File: src/rtl/mrtc_regs.svh
`ifndef MRTC_REGS_SVH
`define MRTC_REGS_SVH

// ==========================================================
// register word indices; byte address is index times four
`define MRTC_IDX_CTRL        6'h01
`define MRTC_IDX_ADDR_HI     6'h02
`define MRTC_IDX_ADDR_LO     6'h03
`define MRTC_IDX_HASH_HI     6'h04
`define MRTC_IDX_HASH_LO     6'h05
`define MRTC_IDX_WAKEUP      6'h0C
`define MRTC_IDX_INT_STATUS  6'h10
`define MRTC_IDX_INT_MASK    6'h11

// ==========================================================
// control word field positions
`define MRTC_BIT_HASH_ONLY      15
`define MRTC_BIT_HASH_PERFECT   13
`define MRTC_BIT_LATE_RETRY     12
`define MRTC_BIT_BROADCAST_REJECT_REJECT   11
`define MRTC_BIT_SINGLE_ATTEMPT 10
`define MRTC_BIT_RESERVED9      9
`define MRTC_BIT_PAD_STRIP      8
// wakeup control field position
`define MRTC_BIT_WAKEUP_ENABLE  2

// ==========================================================
// reset values
`define MRTC_RST_CTRL       32'h0000_0000
`define MRTC_RST_ADDR_HI    16'hFFFF
`define MRTC_RST_ADDR_LO    32'hFFFF_FFFF
`define MRTC_RST_HASH       32'h0000_0000
`define MRTC_RST_INT_MASK   4'h0

// ==========================================================
// interrupt status bit positions
`define MRTC_INT_TX_DONE    0
`define MRTC_INT_RETRY_ERR  1
`define MRTC_INT_LATE_COLL  2
`define MRTC_INT_WAKEUP     3
`define MRTC_INT_WIDTH      4

// ==========================================================
// frame constants
`define MRTC_MIN_LEN_FIELD  16'd46
`define MRTC_HDR_BYTES      16'd14
`define MRTC_MAX_ATTEMPTS   16

`endif

File: src/rtl/mrtc_pkg.sv
package mrtc_pkg;
  // ==========================================================
  // transmit retry sequencer states
  typedef enum logic [1:0] {
    MRTC_TX_IDLE,
    MRTC_TX_BUSY
  } mrtc_tx_state_t;

  // station address, first received byte in bits 7:0
  typedef logic [47:0] mrtc_mac_addr_t;
endpackage

File: src/rtl/mrtc_rx_pad_strip.sv
`include "mrtc_regs.svh"

module mrtc_rx_pad_strip
  import mrtc_pkg::*;
(
  input  wire logic       clk,
  input  wire logic       arst_n,
  input  wire logic       pad_strip,     // mode from control word
  input  wire logic       in_valid,      // received byte valid
  input  wire logic [7:0] in_data,       // received byte
  input  wire logic       in_last,       // last byte (fcs end)
  output logic            out_valid,     // delivered byte valid
  output logic      [7:0] out_data,      // delivered byte
  output logic            out_last       // last delivered byte
);
  // ==========================================================
  // frame tracking
  logic        mode;           // strip mode latched per frame
  logic [15:0] byte_idx;       // index of current byte
  logic [15:0] len_field;      // length/type field of frame
  logic        short_frame;    // frame carries pad and fcs to drop
  logic        keep;           // current byte is delivered
  logic        cut_last;       // final kept byte of a short frame

  // length field is bytes 12 and 13; it is valid from byte 14 on
  assign short_frame = mode && (byte_idx >= `MRTC_HDR_BYTES) &&
                       (len_field < `MRTC_MIN_LEN_FIELD);
  assign keep     = !short_frame ||
                    (byte_idx < `MRTC_HDR_BYTES + len_field);
  assign cut_last = short_frame &&
                    (byte_idx == `MRTC_HDR_BYTES + len_field - 16'd1);

  // byte counter and mode latch; mode is taken at first byte
  always_ff @(posedge clk or negedge arst_n) begin
    if (!arst_n) begin
      byte_idx <= 16'h0000;
      mode     <= 1'b0;
    end else if (in_valid) begin
      if (byte_idx == 16'h0000) begin
        mode <= pad_strip;      // clear mode passes frames as is
      end
      byte_idx <= in_last ? 16'h0000 : byte_idx + 16'd1;
    end
  end

  // capture length field as it passes
  always_ff @(posedge clk or negedge arst_n) begin
    if (!arst_n) begin
      len_field <= 16'h0000;
    end else if (in_valid && byte_idx == 16'd12) begin
      len_field[15:8] <= in_data;
    end else if (in_valid && byte_idx == 16'd13) begin
      len_field[7:0] <= in_data;
    end
  end

  // registered output stage; long frames keep their fcs
  always_ff @(posedge clk or negedge arst_n) begin
    if (!arst_n) begin
      out_valid <= 1'b0;
      out_data  <= 8'h00;
      out_last  <= 1'b0;
    end else begin
      out_valid <= in_valid && keep;
      out_data  <= in_data;
      out_last  <= in_valid && keep && (in_last || cut_last);
    end
  end
endmodule

File: src/rtl/mrtc_tx_retry.sv
`include "mrtc_regs.svh"

module mrtc_tx_retry
  import mrtc_pkg::*;
#(
  parameter int MAX_ATTEMPTS = `MRTC_MAX_ATTEMPTS
)
(
  input  wire logic       clk,
  input  wire logic       arst_n,
  input  wire logic       single_attempt,  // one try per frame
  input  wire logic       late_retry,      // retry on late collision
  input  wire logic       tx_start,        // first attempt begins
  input  wire logic       tx_ok,           // attempt finished cleanly
  input  wire logic       tx_collision,    // collision in window
  input  wire logic       tx_late,         // collision after window
  output logic            tx_retry,        // pulse: send frame again
  output logic            tx_abort,        // pulse: drop, go to next
  output logic            st_valid,        // pulse: status ready
  output logic            st_late,         // late collision seen
  output logic            st_retry_err,    // retry error
  output logic      [4:0] st_attempts      // attempts made
);
  // ==========================================================
  // sequencer
  mrtc_tx_state_t state;
  logic [4:0]     attempts;     // attempts made so far
  logic           late_seen;    // late collision this frame
  logic           coll;         // any collision this cycle
  logic           give_up;      // no further attempt allowed
  logic           abandon_late; // late collision without retry

  assign coll         = tx_collision || tx_late;
  assign abandon_late = tx_late && !late_retry;
  assign give_up = single_attempt ||
                   (attempts >= 5'(MAX_ATTEMPTS));

  // state, attempt count and late flag
  always_ff @(posedge clk or negedge arst_n) begin
    if (!arst_n) begin
      state     <= MRTC_TX_IDLE;
      attempts  <= 5'h00;
      late_seen <= 1'b0;
    end else begin
      case (state)
        MRTC_TX_IDLE: begin
          if (tx_start) begin
            state     <= MRTC_TX_BUSY;
            attempts  <= 5'h01;
            late_seen <= 1'b0;
          end
        end
        MRTC_TX_BUSY: begin
          if (tx_late) begin
            late_seen <= 1'b1;
          end
          if (tx_ok || (coll && (abandon_late || give_up))) begin
            state <= MRTC_TX_IDLE;
          end else if (coll) begin
            attempts <= attempts + 5'h01;  // late retry counts too
          end
        end
        default: state <= MRTC_TX_IDLE;
      endcase
    end
  end

  // action pulses and per-packet status
  always_ff @(posedge clk or negedge arst_n) begin
    if (!arst_n) begin
      tx_retry     <= 1'b0;
      tx_abort     <= 1'b0;
      st_valid     <= 1'b0;
      st_late      <= 1'b0;
      st_retry_err <= 1'b0;
      st_attempts  <= 5'h00;
    end else begin
      tx_retry <= 1'b0;
      tx_abort <= 1'b0;
      st_valid <= 1'b0;
      if (state == MRTC_TX_BUSY && (tx_ok || coll)) begin
        if (tx_ok) begin
          st_valid     <= 1'b1;
          st_retry_err <= 1'b0;
        end else if (abandon_late) begin
          tx_abort     <= 1'b1;
          st_valid     <= 1'b1;
          st_retry_err <= 1'b0;
        end else if (give_up) begin
          tx_abort     <= 1'b1;
          st_valid     <= 1'b1;
          st_retry_err <= 1'b1;
        end else begin
          tx_retry <= 1'b1;
        end
        st_late     <= late_seen || tx_late;
        st_attempts <= attempts;
      end
    end
  end
endmodule

File: src/rtl/mrtc_top.sv
// Functional notes
// - perfect mode accepts only station address match or broadcast
// - hash mode filters multicast through hash table
// - hash only bit in hash mode hashes unicast, else exact
// - late retry set retransmits late collided frame
// - late retry clear abandons late collided frame
// - late collision always recorded in transmit status
// - broadcast reject discards broadcasts, clear forwards them
// - broadcast wakeup frame wakes despite broadcast reject
// - single attempt drops collided frame, retry error unless late collision abandoned
// - otherwise sixteen attempts before retry error
// - pad strip removes pad, fcs below 46
// - length 46 or more delivered with fcs
// - pad strip clear passes frames unmodified
`include "mrtc_regs.svh"

module mrtc_top
  import mrtc_pkg::*;
#(
  parameter int MAX_ATTEMPTS = `MRTC_MAX_ATTEMPTS
)
(
  input  wire logic        clk,
  input  wire logic        arst_n,
  // register port
  input  wire logic [7:0]  reg_addr,
  input  wire logic [31:0] reg_wdata,
  input  wire logic        reg_we,
  input  wire logic        reg_re,
  output logic      [31:0] reg_rdata,
  // receive destination check
  input  wire logic        rx_dest_valid,
  input  wire logic [47:0] rx_dest_addr,
  input  wire logic [5:0]  rx_hash_index,
  input  wire logic        rx_wakeup_match,
  output logic             rx_decision_valid,
  output logic             rx_accept,
  output logic             wake_event,
  // receive byte stream
  input  wire logic        rx_in_valid,
  input  wire logic [7:0]  rx_in_data,
  input  wire logic        rx_in_last,
  output logic             rx_out_valid,
  output logic      [7:0]  rx_out_data,
  output logic             rx_out_last,
  // transmit attempt control
  input  wire logic        tx_start,
  input  wire logic        tx_ok,
  input  wire logic        tx_collision,
  input  wire logic        tx_late,
  output logic             tx_retry,
  output logic             tx_abort,
  output logic             tx_st_valid,
  output logic             tx_st_late,
  output logic             tx_st_retry_err,
  output logic      [4:0]  tx_st_attempts,
  // interrupt
  output logic             irq
);
  // ==========================================================
  // control and configuration registers
  logic        hash_only_select;     // unicast hashed too
  logic        hash_perfect_select;  // hash filter on
  logic        late_collision_retry; // retry after late collision
  logic        broadcast_reject;     // drop broadcast frames
  logic        single_attempt;       // one try per frame
  logic        pad_strip;            // strip pad and fcs
  logic [15:0] addr_hi;              // station address bytes 4,5
  logic [31:0] addr_lo;              // station address bytes 0..3
  logic [31:0] hash_hi;              // hash table bits 63:32
  logic [31:0] hash_lo;              // hash table bits 31:0
  logic        wakeup_frame_enable;  // wakeup detection on
  logic [`MRTC_INT_WIDTH-1:0] int_status; // sticky events
  logic [`MRTC_INT_WIDTH-1:0] int_mask;   // event enables
  logic [`MRTC_INT_WIDTH-1:0] int_events; // this cycle's events

  // write decode
  logic wr_ctrl;
  logic wr_addr_hi;
  logic wr_addr_lo;
  logic wr_hash_hi;
  logic wr_hash_lo;
  logic wr_wakeup;
  logic wr_status;
  logic wr_mask;

  assign wr_ctrl    = reg_we && reg_addr == {`MRTC_IDX_CTRL, 2'b00};
  assign wr_addr_hi = reg_we && reg_addr == {`MRTC_IDX_ADDR_HI, 2'b00};
  assign wr_addr_lo = reg_we && reg_addr == {`MRTC_IDX_ADDR_LO, 2'b00};
  assign wr_hash_hi = reg_we && reg_addr == {`MRTC_IDX_HASH_HI, 2'b00};
  assign wr_hash_lo = reg_we && reg_addr == {`MRTC_IDX_HASH_LO, 2'b00};
  assign wr_wakeup  = reg_we && reg_addr == {`MRTC_IDX_WAKEUP, 2'b00};
  assign wr_status  = reg_we &&
                      reg_addr == {`MRTC_IDX_INT_STATUS, 2'b00};
  assign wr_mask    = reg_we && reg_addr == {`MRTC_IDX_INT_MASK, 2'b00};

  // ==========================================================
  // control word; bit 9 has no storage at all
  always_ff @(posedge clk or negedge arst_n) begin
    if (!arst_n) begin
      hash_only_select     <= 1'b0;
      hash_perfect_select  <= 1'b0;
      late_collision_retry <= 1'b0;
      broadcast_reject     <= 1'b0;
      single_attempt       <= 1'b0;
      pad_strip            <= 1'b0;
    end else if (wr_ctrl) begin
      hash_only_select     <= reg_wdata[`MRTC_BIT_HASH_ONLY];
      hash_perfect_select  <= reg_wdata[`MRTC_BIT_HASH_PERFECT];
      late_collision_retry <= reg_wdata[`MRTC_BIT_LATE_RETRY];
      broadcast_reject     <= reg_wdata[`MRTC_BIT_BROADCAST_REJECT_REJECT];
      single_attempt       <= reg_wdata[`MRTC_BIT_SINGLE_ATTEMPT];
      pad_strip            <= reg_wdata[`MRTC_BIT_PAD_STRIP];
    end
  end

  // station address registers
  always_ff @(posedge clk or negedge arst_n) begin
    if (!arst_n) begin
      addr_hi <= `MRTC_RST_ADDR_HI;
      addr_lo <= `MRTC_RST_ADDR_LO;
    end else begin
      if (wr_addr_hi) begin
        addr_hi <= reg_wdata[15:0];
      end
      if (wr_addr_lo) begin
        addr_lo <= reg_wdata;
      end
    end
  end

  // multicast hash table
  always_ff @(posedge clk or negedge arst_n) begin
    if (!arst_n) begin
      hash_hi <= `MRTC_RST_HASH;
      hash_lo <= `MRTC_RST_HASH;
    end else begin
      if (wr_hash_hi) begin
        hash_hi <= reg_wdata;
      end
      if (wr_hash_lo) begin
        hash_lo <= reg_wdata;
      end
    end
  end

  // wakeup control
  always_ff @(posedge clk or negedge arst_n) begin
    if (!arst_n) begin
      wakeup_frame_enable <= 1'b0;
    end else if (wr_wakeup) begin
      wakeup_frame_enable <= reg_wdata[`MRTC_BIT_WAKEUP_ENABLE];
    end
  end

  // ==========================================================
  // receive address filter
  mrtc_mac_addr_t station;     // programmed station address
  logic [63:0]    hash_table;  // full hash table
  logic           is_broadcast_reject;    // all ones destination
  logic           is_mcast;    // group bit set
  logic           exact_hit;   // destination equals station
  logic           hash_hit;    // selected hash bit is set
  logic           next_accept; // filter verdict

  assign station    = {addr_hi, addr_lo};
  assign hash_table = {hash_hi, hash_lo};
  assign is_broadcast_reject   = &rx_dest_addr;
  assign is_mcast   = rx_dest_addr[0];
  assign exact_hit  = rx_dest_addr == station;
  assign hash_hit   = hash_table[rx_hash_index];

  // verdict by destination class
  always_comb begin
    if (is_broadcast_reject) begin
      next_accept = !broadcast_reject;
    end else if (is_mcast) begin
      if (hash_perfect_select) begin
        next_accept = hash_hit;
      end else begin
        next_accept = exact_hit;
      end
    end else if (hash_perfect_select && hash_only_select) begin
      next_accept = hash_hit;
    end else begin
      next_accept = exact_hit;
    end
  end

  // registered verdict and wakeup pulse
  always_ff @(posedge clk or negedge arst_n) begin
    if (!arst_n) begin
      rx_decision_valid <= 1'b0;
      rx_accept         <= 1'b0;
      wake_event        <= 1'b0;
    end else begin
      rx_decision_valid <= rx_dest_valid;
      rx_accept         <= rx_dest_valid && next_accept;
      // broadcast reject plays no part here
      wake_event        <= rx_dest_valid && rx_wakeup_match &&
                           wakeup_frame_enable;
    end
  end

  // ==========================================================
  // pad and fcs stripping of received bytes
  mrtc_rx_pad_strip u_pad_strip (
    .clk       (clk),
    .arst_n    (arst_n),
    .pad_strip (pad_strip),
    .in_valid  (rx_in_valid),
    .in_data   (rx_in_data),
    .in_last   (rx_in_last),
    .out_valid (rx_out_valid),
    .out_data  (rx_out_data),
    .out_last  (rx_out_last)
  );

  // ==========================================================
  // transmit retry policy
  mrtc_tx_retry #(
    .MAX_ATTEMPTS (MAX_ATTEMPTS)
  ) u_tx_retry (
    .clk            (clk),
    .arst_n         (arst_n),
    .single_attempt (single_attempt),
    .late_retry     (late_collision_retry),
    .tx_start       (tx_start),
    .tx_ok          (tx_ok),
    .tx_collision   (tx_collision),
    .tx_late        (tx_late),
    .tx_retry       (tx_retry),
    .tx_abort       (tx_abort),
    .st_valid       (tx_st_valid),
    .st_late        (tx_st_late),
    .st_retry_err   (tx_st_retry_err),
    .st_attempts    (tx_st_attempts)
  );

  // ==========================================================
  // interrupt status and mask
  always_comb begin
    int_events                       = '0;
    int_events[`MRTC_INT_TX_DONE]    = tx_st_valid;
    int_events[`MRTC_INT_RETRY_ERR]  = tx_st_valid && tx_st_retry_err;
    int_events[`MRTC_INT_LATE_COLL]  = tx_st_valid && tx_st_late;
    int_events[`MRTC_INT_WAKEUP]     = wake_event;
  end

  // sticky bits; a new event beats a write-one clear
  always_ff @(posedge clk or negedge arst_n) begin
    if (!arst_n) begin
      int_status <= '0;
    end else begin
      int_status <= (int_status &
                     ~(wr_status ? reg_wdata[`MRTC_INT_WIDTH-1:0] : '0)) |
                    int_events;
    end
  end

  // mask register
  always_ff @(posedge clk or negedge arst_n) begin
    if (!arst_n) begin
      int_mask <= `MRTC_RST_INT_MASK;
    end else if (wr_mask) begin
      int_mask <= reg_wdata[`MRTC_INT_WIDTH-1:0];
    end
  end

  assign irq = |(int_status & int_mask);

  // ==========================================================
  // read path; data stands one cycle after the strobe
  logic [31:0] next_rdata;  // selected read word

  always_comb begin
    next_rdata = 32'h0000_0000;
    case (reg_addr)
      {`MRTC_IDX_CTRL, 2'b00}: begin
        next_rdata[`MRTC_BIT_HASH_ONLY]      = hash_only_select;
        next_rdata[`MRTC_BIT_HASH_PERFECT]   = hash_perfect_select;
        next_rdata[`MRTC_BIT_LATE_RETRY]     = late_collision_retry;
        next_rdata[`MRTC_BIT_BROADCAST_REJECT_REJECT]   = broadcast_reject;
        next_rdata[`MRTC_BIT_SINGLE_ATTEMPT] = single_attempt;
        next_rdata[`MRTC_BIT_RESERVED9]      = 1'b0;
        next_rdata[`MRTC_BIT_PAD_STRIP]      = pad_strip;
      end
      {`MRTC_IDX_ADDR_HI, 2'b00}: begin
        next_rdata[15:0] = addr_hi;
      end
      {`MRTC_IDX_ADDR_LO, 2'b00}: begin
        next_rdata = addr_lo;
      end
      {`MRTC_IDX_HASH_HI, 2'b00}: begin
        next_rdata = hash_hi;
      end
      {`MRTC_IDX_HASH_LO, 2'b00}: begin
        next_rdata = hash_lo;
      end
      {`MRTC_IDX_WAKEUP, 2'b00}: begin
        next_rdata[`MRTC_BIT_WAKEUP_ENABLE] = wakeup_frame_enable;
      end
      {`MRTC_IDX_INT_STATUS, 2'b00}: begin
        next_rdata[`MRTC_INT_WIDTH-1:0] = int_status;
      end
      {`MRTC_IDX_INT_MASK, 2'b00}: begin
        next_rdata[`MRTC_INT_WIDTH-1:0] = int_mask;
      end
      default: begin
        next_rdata = 32'h0000_0000;  // unmapped reads zero
      end
    endcase
  end

  // read data register, zero outside a read answer
  always_ff @(posedge clk or negedge arst_n) begin
    if (!arst_n) begin
      reg_rdata <= 32'h0000_0000;
    end else begin
      reg_rdata <= reg_re ? next_rdata : 32'h0000_0000;
    end
  end
endmodule

File: config.mk
export PLATFORM = sky130hd
export DESIGN_NAME = mrtc_top
export DESIGN_NICKNAME = d
export VERILOG_FILES = /design/src/rtl/mrtc_pkg.sv /design/src/rtl/mrtc_rx_pad_strip.sv /design/src/rtl/mrtc_tx_retry.sv /design/src/rtl/mrtc_top.sv
export VERILOG_INCLUDE_DIRS = /design/src /design/src/rtl
export SDC_FILE = /design/constraint.sdc
export NUM_CORES = 1
export LEC_CHECK = 0
export BUFFER_PORTS_ARGS = -buffer_cell sky130_fd_sc_hd__buf_4
export CAP_MARGIN = 20
export CELL_PAD_IN_SITES_DETAIL_PLACEMENT = 0
export CELL_PAD_IN_SITES_GLOBAL_PLACEMENT = 2
export CORE_ASPECT_RATIO = 1.4
export CORE_UTILIZATION = 39
export CTS_CLUSTER_DIAMETER = 100
export DETAILED_ROUTE_END_ITERATION = 8
export GPL_TIMING_DRIVEN = 0
export HOLD_SLACK_MARGIN = 0.02
export PLACE_DENSITY_LB_ADDON = 0.2
export SYNTH_ARGS = -nofsm -noshare
export SYNTH_HDL_FRONTEND = slang
export SYNTH_SLANG_ARGS = --single-unit
File: constraint.sdc
create_clock -name clk -period 4.2 [get_ports clk]
set_input_delay 1.05 -clock clk [delete_from_list [all_inputs] [get_ports clk]]
set_output_delay 1.05 -clock clk [all_outputs]
set_load 0.01 [all_outputs]
==> flow_summary_export.csv <==
group,metric,value,unit
run_status,status,"completed",
pwr,power_frac_seq,45.7,%
timing,finalCriticalPeriod,3.73,ns
layout,area_delta_synth_final,22.6,%
hold_path,min_from,"wake_event$_DFF_PN0_",
clock_tree,cts_resized,0,
timing,hold_ws,0.499,ns
synth,synth.avg_cell_area,12.1,um^2
hold_path,hp-class,"flip-flop to flip-flop",
layout,fin_util,48.7,%
worst_setup_path,reg2reg_slack,0.48,ns
pwr,leakage,6.28,nW
pwr,pwr_density_cell,367,nW/um^2
synth,yosysTopAreaCell,"dfrtp_1",
run,drv_cap,0,
pwr,sw_frac_of_total,25.1,%
placement,dpl_cell_area,13300,um^2
pwr,p_clk_share,43.9,%
detailed_routing,drt_iter0_drc,437,
clock_tree,postCtsSetupBuffers,0,
synth,synth_area,11600,um^2
timing,drv_slew,0,
layout,stdcell_count,1547,
floorplanning,core-area,29200,um^2
pwr,p_switching,1.31,mW
layout,antenna_cells,0,
synth,synthFlopType,"dfrtp_1",
floorplanning,fp-row-count,74,
synth,syn_nets,1092,
detailed_routing,vias,8610,
global_routing,grt.total_usage,24.9,%
pwr,ir_worst_vdd,0.319,mV
layout,drive_above_1_share,38.5,%
clock_tree,clockBufferDepth,3,
worst_setup_path,worstPathArrival,4.18,ns
pwr,p_int,3.90,mW
timing,rsz0062_at_grt,"no",
timing,max_slew_margin,39.9,%
clock_tree,hold_buffers,0,
detailed_routing,route.detailed.drc,0,
global_routing,grt_pass1_vias,9112,
synth,synth_top_cell_area_share,37.6,%
layout,layout_commonest_cell,"dfrtp_1",
synth,synth_seq_cells,222,
timing,setup_viol,0,
timing,finClkSkew,0.0116,ns
placement,dpl.cell_count,1503,
detailed_routing,drt-total-wl,36900,um
clock_tree,cts.sinks,222,
synth,ys_warn_count,0,
pwr,comb_power_share,10.4,%
timing,tightest_slew,0.901,ns
worst_setup_path,start_kind,"input port",
timing,timing.final.hold_violations,0,
placement,dp_hpwl,28200,um
layout,most-common-layout-cells,"174 x dfrtp_1, 168 x buf_4, 145 x mux2_2, 73 x nor2_1, 64 x xnor2_1",
synth,seq_area_frac_synth,48.5,%
floorplanning,die_w,148,um
global_routing,gr-total-overflow,0,
detailed_routing,postRouteAntennaNets,0,
worst_setup_path,rr_endpoint,"u_pad_strip.out_last$_DFF_PN0_",
global_routing,grt_start_max_net_pins,114,
detailed_routing,dr.pass1.iters,5,
clock_tree,clk_pin_slew,0.07,ns
detailed_routing,via_per_inst,5.57,
floorplanning,die_h,206,um
timing,max_freq,268,MHz
layout,nets,1287,
synth,synth_cell_type_count,68,
synth,syn_inst,954,
clock_tree,htree_levels,1,
clock_tree,cts-root-buf,"clkbuf_16",
synth,async_reset_ff_share,100,%
placement,gp_congestion,0.914,
floorplanning,die_area,30400,um^2
timing,timing.setup.tns,0,ns
clock_tree,numCtsBuffers,24,
worst_setup_path,end_kind,"flip-flop",
clock_tree,cts_tree,"done",
worst_setup_path,cp_data_required_time,4.65,ns
synth,synth_edf_count,0,
layout,stdcell_area,14200,um^2
worst_setup_path,cp_max_fo,10,
floorplanning,io_pins,170,
global_routing,antenna_found_initial,0,
placement,portBuffers,167,
worst_setup_path,critical_path_class,"input port to flip-flop",
clock_tree,worstSkewPairLatency,0.53,ns
layout,n_fill_cell,2746,
detailed_routing,drt-wirelength-per-cell,23.9,um
timing,period_share,88.8,%
hold_path,worstHoldPathCells,1,
worst_setup_path,worstRegToRegCells,14,
floorplanning,start_util,39.7,%
hold_path,min_to,"int_status[3]$_DFF_PN0_",
worst_setup_path,r2r-start,"u_pad_strip.len_field[1]$_DFFE_PN0P_",
global_routing,grt_first_pass_wirelength,55700,um
synth,synthTopCellsByArea,"dfrtp_1 38%, mux2_2 14%, dfstp_2 11%",
area by class of cell:
cell class	instances	area (um^2)	area share (%)
buffer	41	164	1.15
clock buffer	28	647	4.56
clock inverter	16	199	1.40
inverter	17	63.8	0.450
multi-input combinational	674	5730	40.4
sequential	222	5620	39.6
tap	380	475	3.35
timing repair buffer	169	1300	9.13
cells in the mapped netlist (all sizes together), types with 3 or more instances:
master  number
dfstp       48
a22oi        8
ha          24
nor3b        6
and2         4
nor2b        7
a221oi       6
nor2        73
mux2i       18
nand2       32
a222oi      20
mux2       145
clkbuf      24
and3        12
xnor2       64
a211oi       5
nor4        20
a22o         4
dfrtp      174
nand4       33
xor2        28
mux4        21
nand2b       5
o211ai       3
a21oi       31
buf         17
or3          3
nand3       27
xnor3        3
o21a         5
a21o         3
inv         17
o21ai       22
nor3        11
stage by stage:
step / total power, mW / setup WS [ns]
6_report: 5.21 / 0.472
5_1_grt: 5.42 / 0.151
4_1_cts: 5.27 / 0.451
3_5_place_dp: 2.97 / -0.0851
3_3_place_gp: 2.95 / -0.0536
2_1_floorplan: 2.63 / 0.805
cells by family (layout without fill, tap and decap cells):
family | count (synthesis) | after routing | share of synthesized area, %
flip-flops | 222 | 222 | 48.5
buffers and inverters | 58 | 271 | 1.97
adder cells (fa/ha/maj) | 24 | 24 | 2.59
multiplexers | 184 | 184 | 19.7
AND/OR/NAND/NOR | 247 | 247 | 11.6
AO/OA/AOI/OAI | 124 | 124 | 7.84
XOR/XNOR | 95 | 95 | 7.77
sequential cells by signal, indices dropped and copies added (netlist names), 4 cells and up:
name	flops
hash_hi	32
addr_hi	16
u_tx_retry.attempts	5
u_tx_retry.st_attempts	5
u_pad_strip.out_data	8
u_pad_strip.len_field	16
addr_lo	32
u_pad_strip.byte_idx	16
reg_rdata	32
int_status	4
int_mask	4
hash_lo	32
worst max-delay path, stage by stage:
cell	delay, ns
buf_4	0.13
nor4_1	0.47
nand3_1	0.52
nor2_1	0.82
nand2_1	0.33
buf_1	0.46
mux2_2	0.40
power groups by stage:
stage | combinational, mW | sequential, mW | clock (mW)
CTS | 0.551 | 2.38 | 2.34
detailed placement | 0.549 | 2.42 | 0
global route | 0.595 | 2.39 | 2.43
finish | 0.544 | 2.38 | 2.28
floorplan | 0.245 | 2.39 | 0
global placement | 0.536 | 2.42 | 0
worst max-delay path by stage:
stage	start	to	slack [ns]	cells past startpoint
2_1_floorplan	rx_hash_index[0]	rx_accept$_DFF_PN0_	0.80	8
3_3_place_gp	reg_addr[5]	addr_lo[7]$_DFFE_PN1P_	-0.05	7
3_5_place_dp	reg_addr[5]	addr_lo[10]$_DFFE_PN1P_	-0.09	7
4_1_cts	u_pad_strip.len_field[1]$_DFFE_PN0P_	u_pad_strip.out_last$_DFF_PN0_	0.45	14
5_1_grt	u_pad_strip.len_field[1]$_DFFE_PN0P_	u_pad_strip.out_last$_DFF_PN0_	0.15	14
6_report	reg_addr[5]	addr_lo[6]$_DFFE_PN1P_	0.47	7
per-layer routing:
metal | vias up | global-route usage [%] | share of wire (%)
met5 | - | 0 | 0
met1 | 4333 | 28.4 | 38
li1 | 3922 | - | -
met3 | 75 | 3.10 | 4.7
met4 | 0 | 13.7 | 5.7
met2 | 280 | 45.0 | 52
Note: power is estimated with default switching activity, not from simulation.
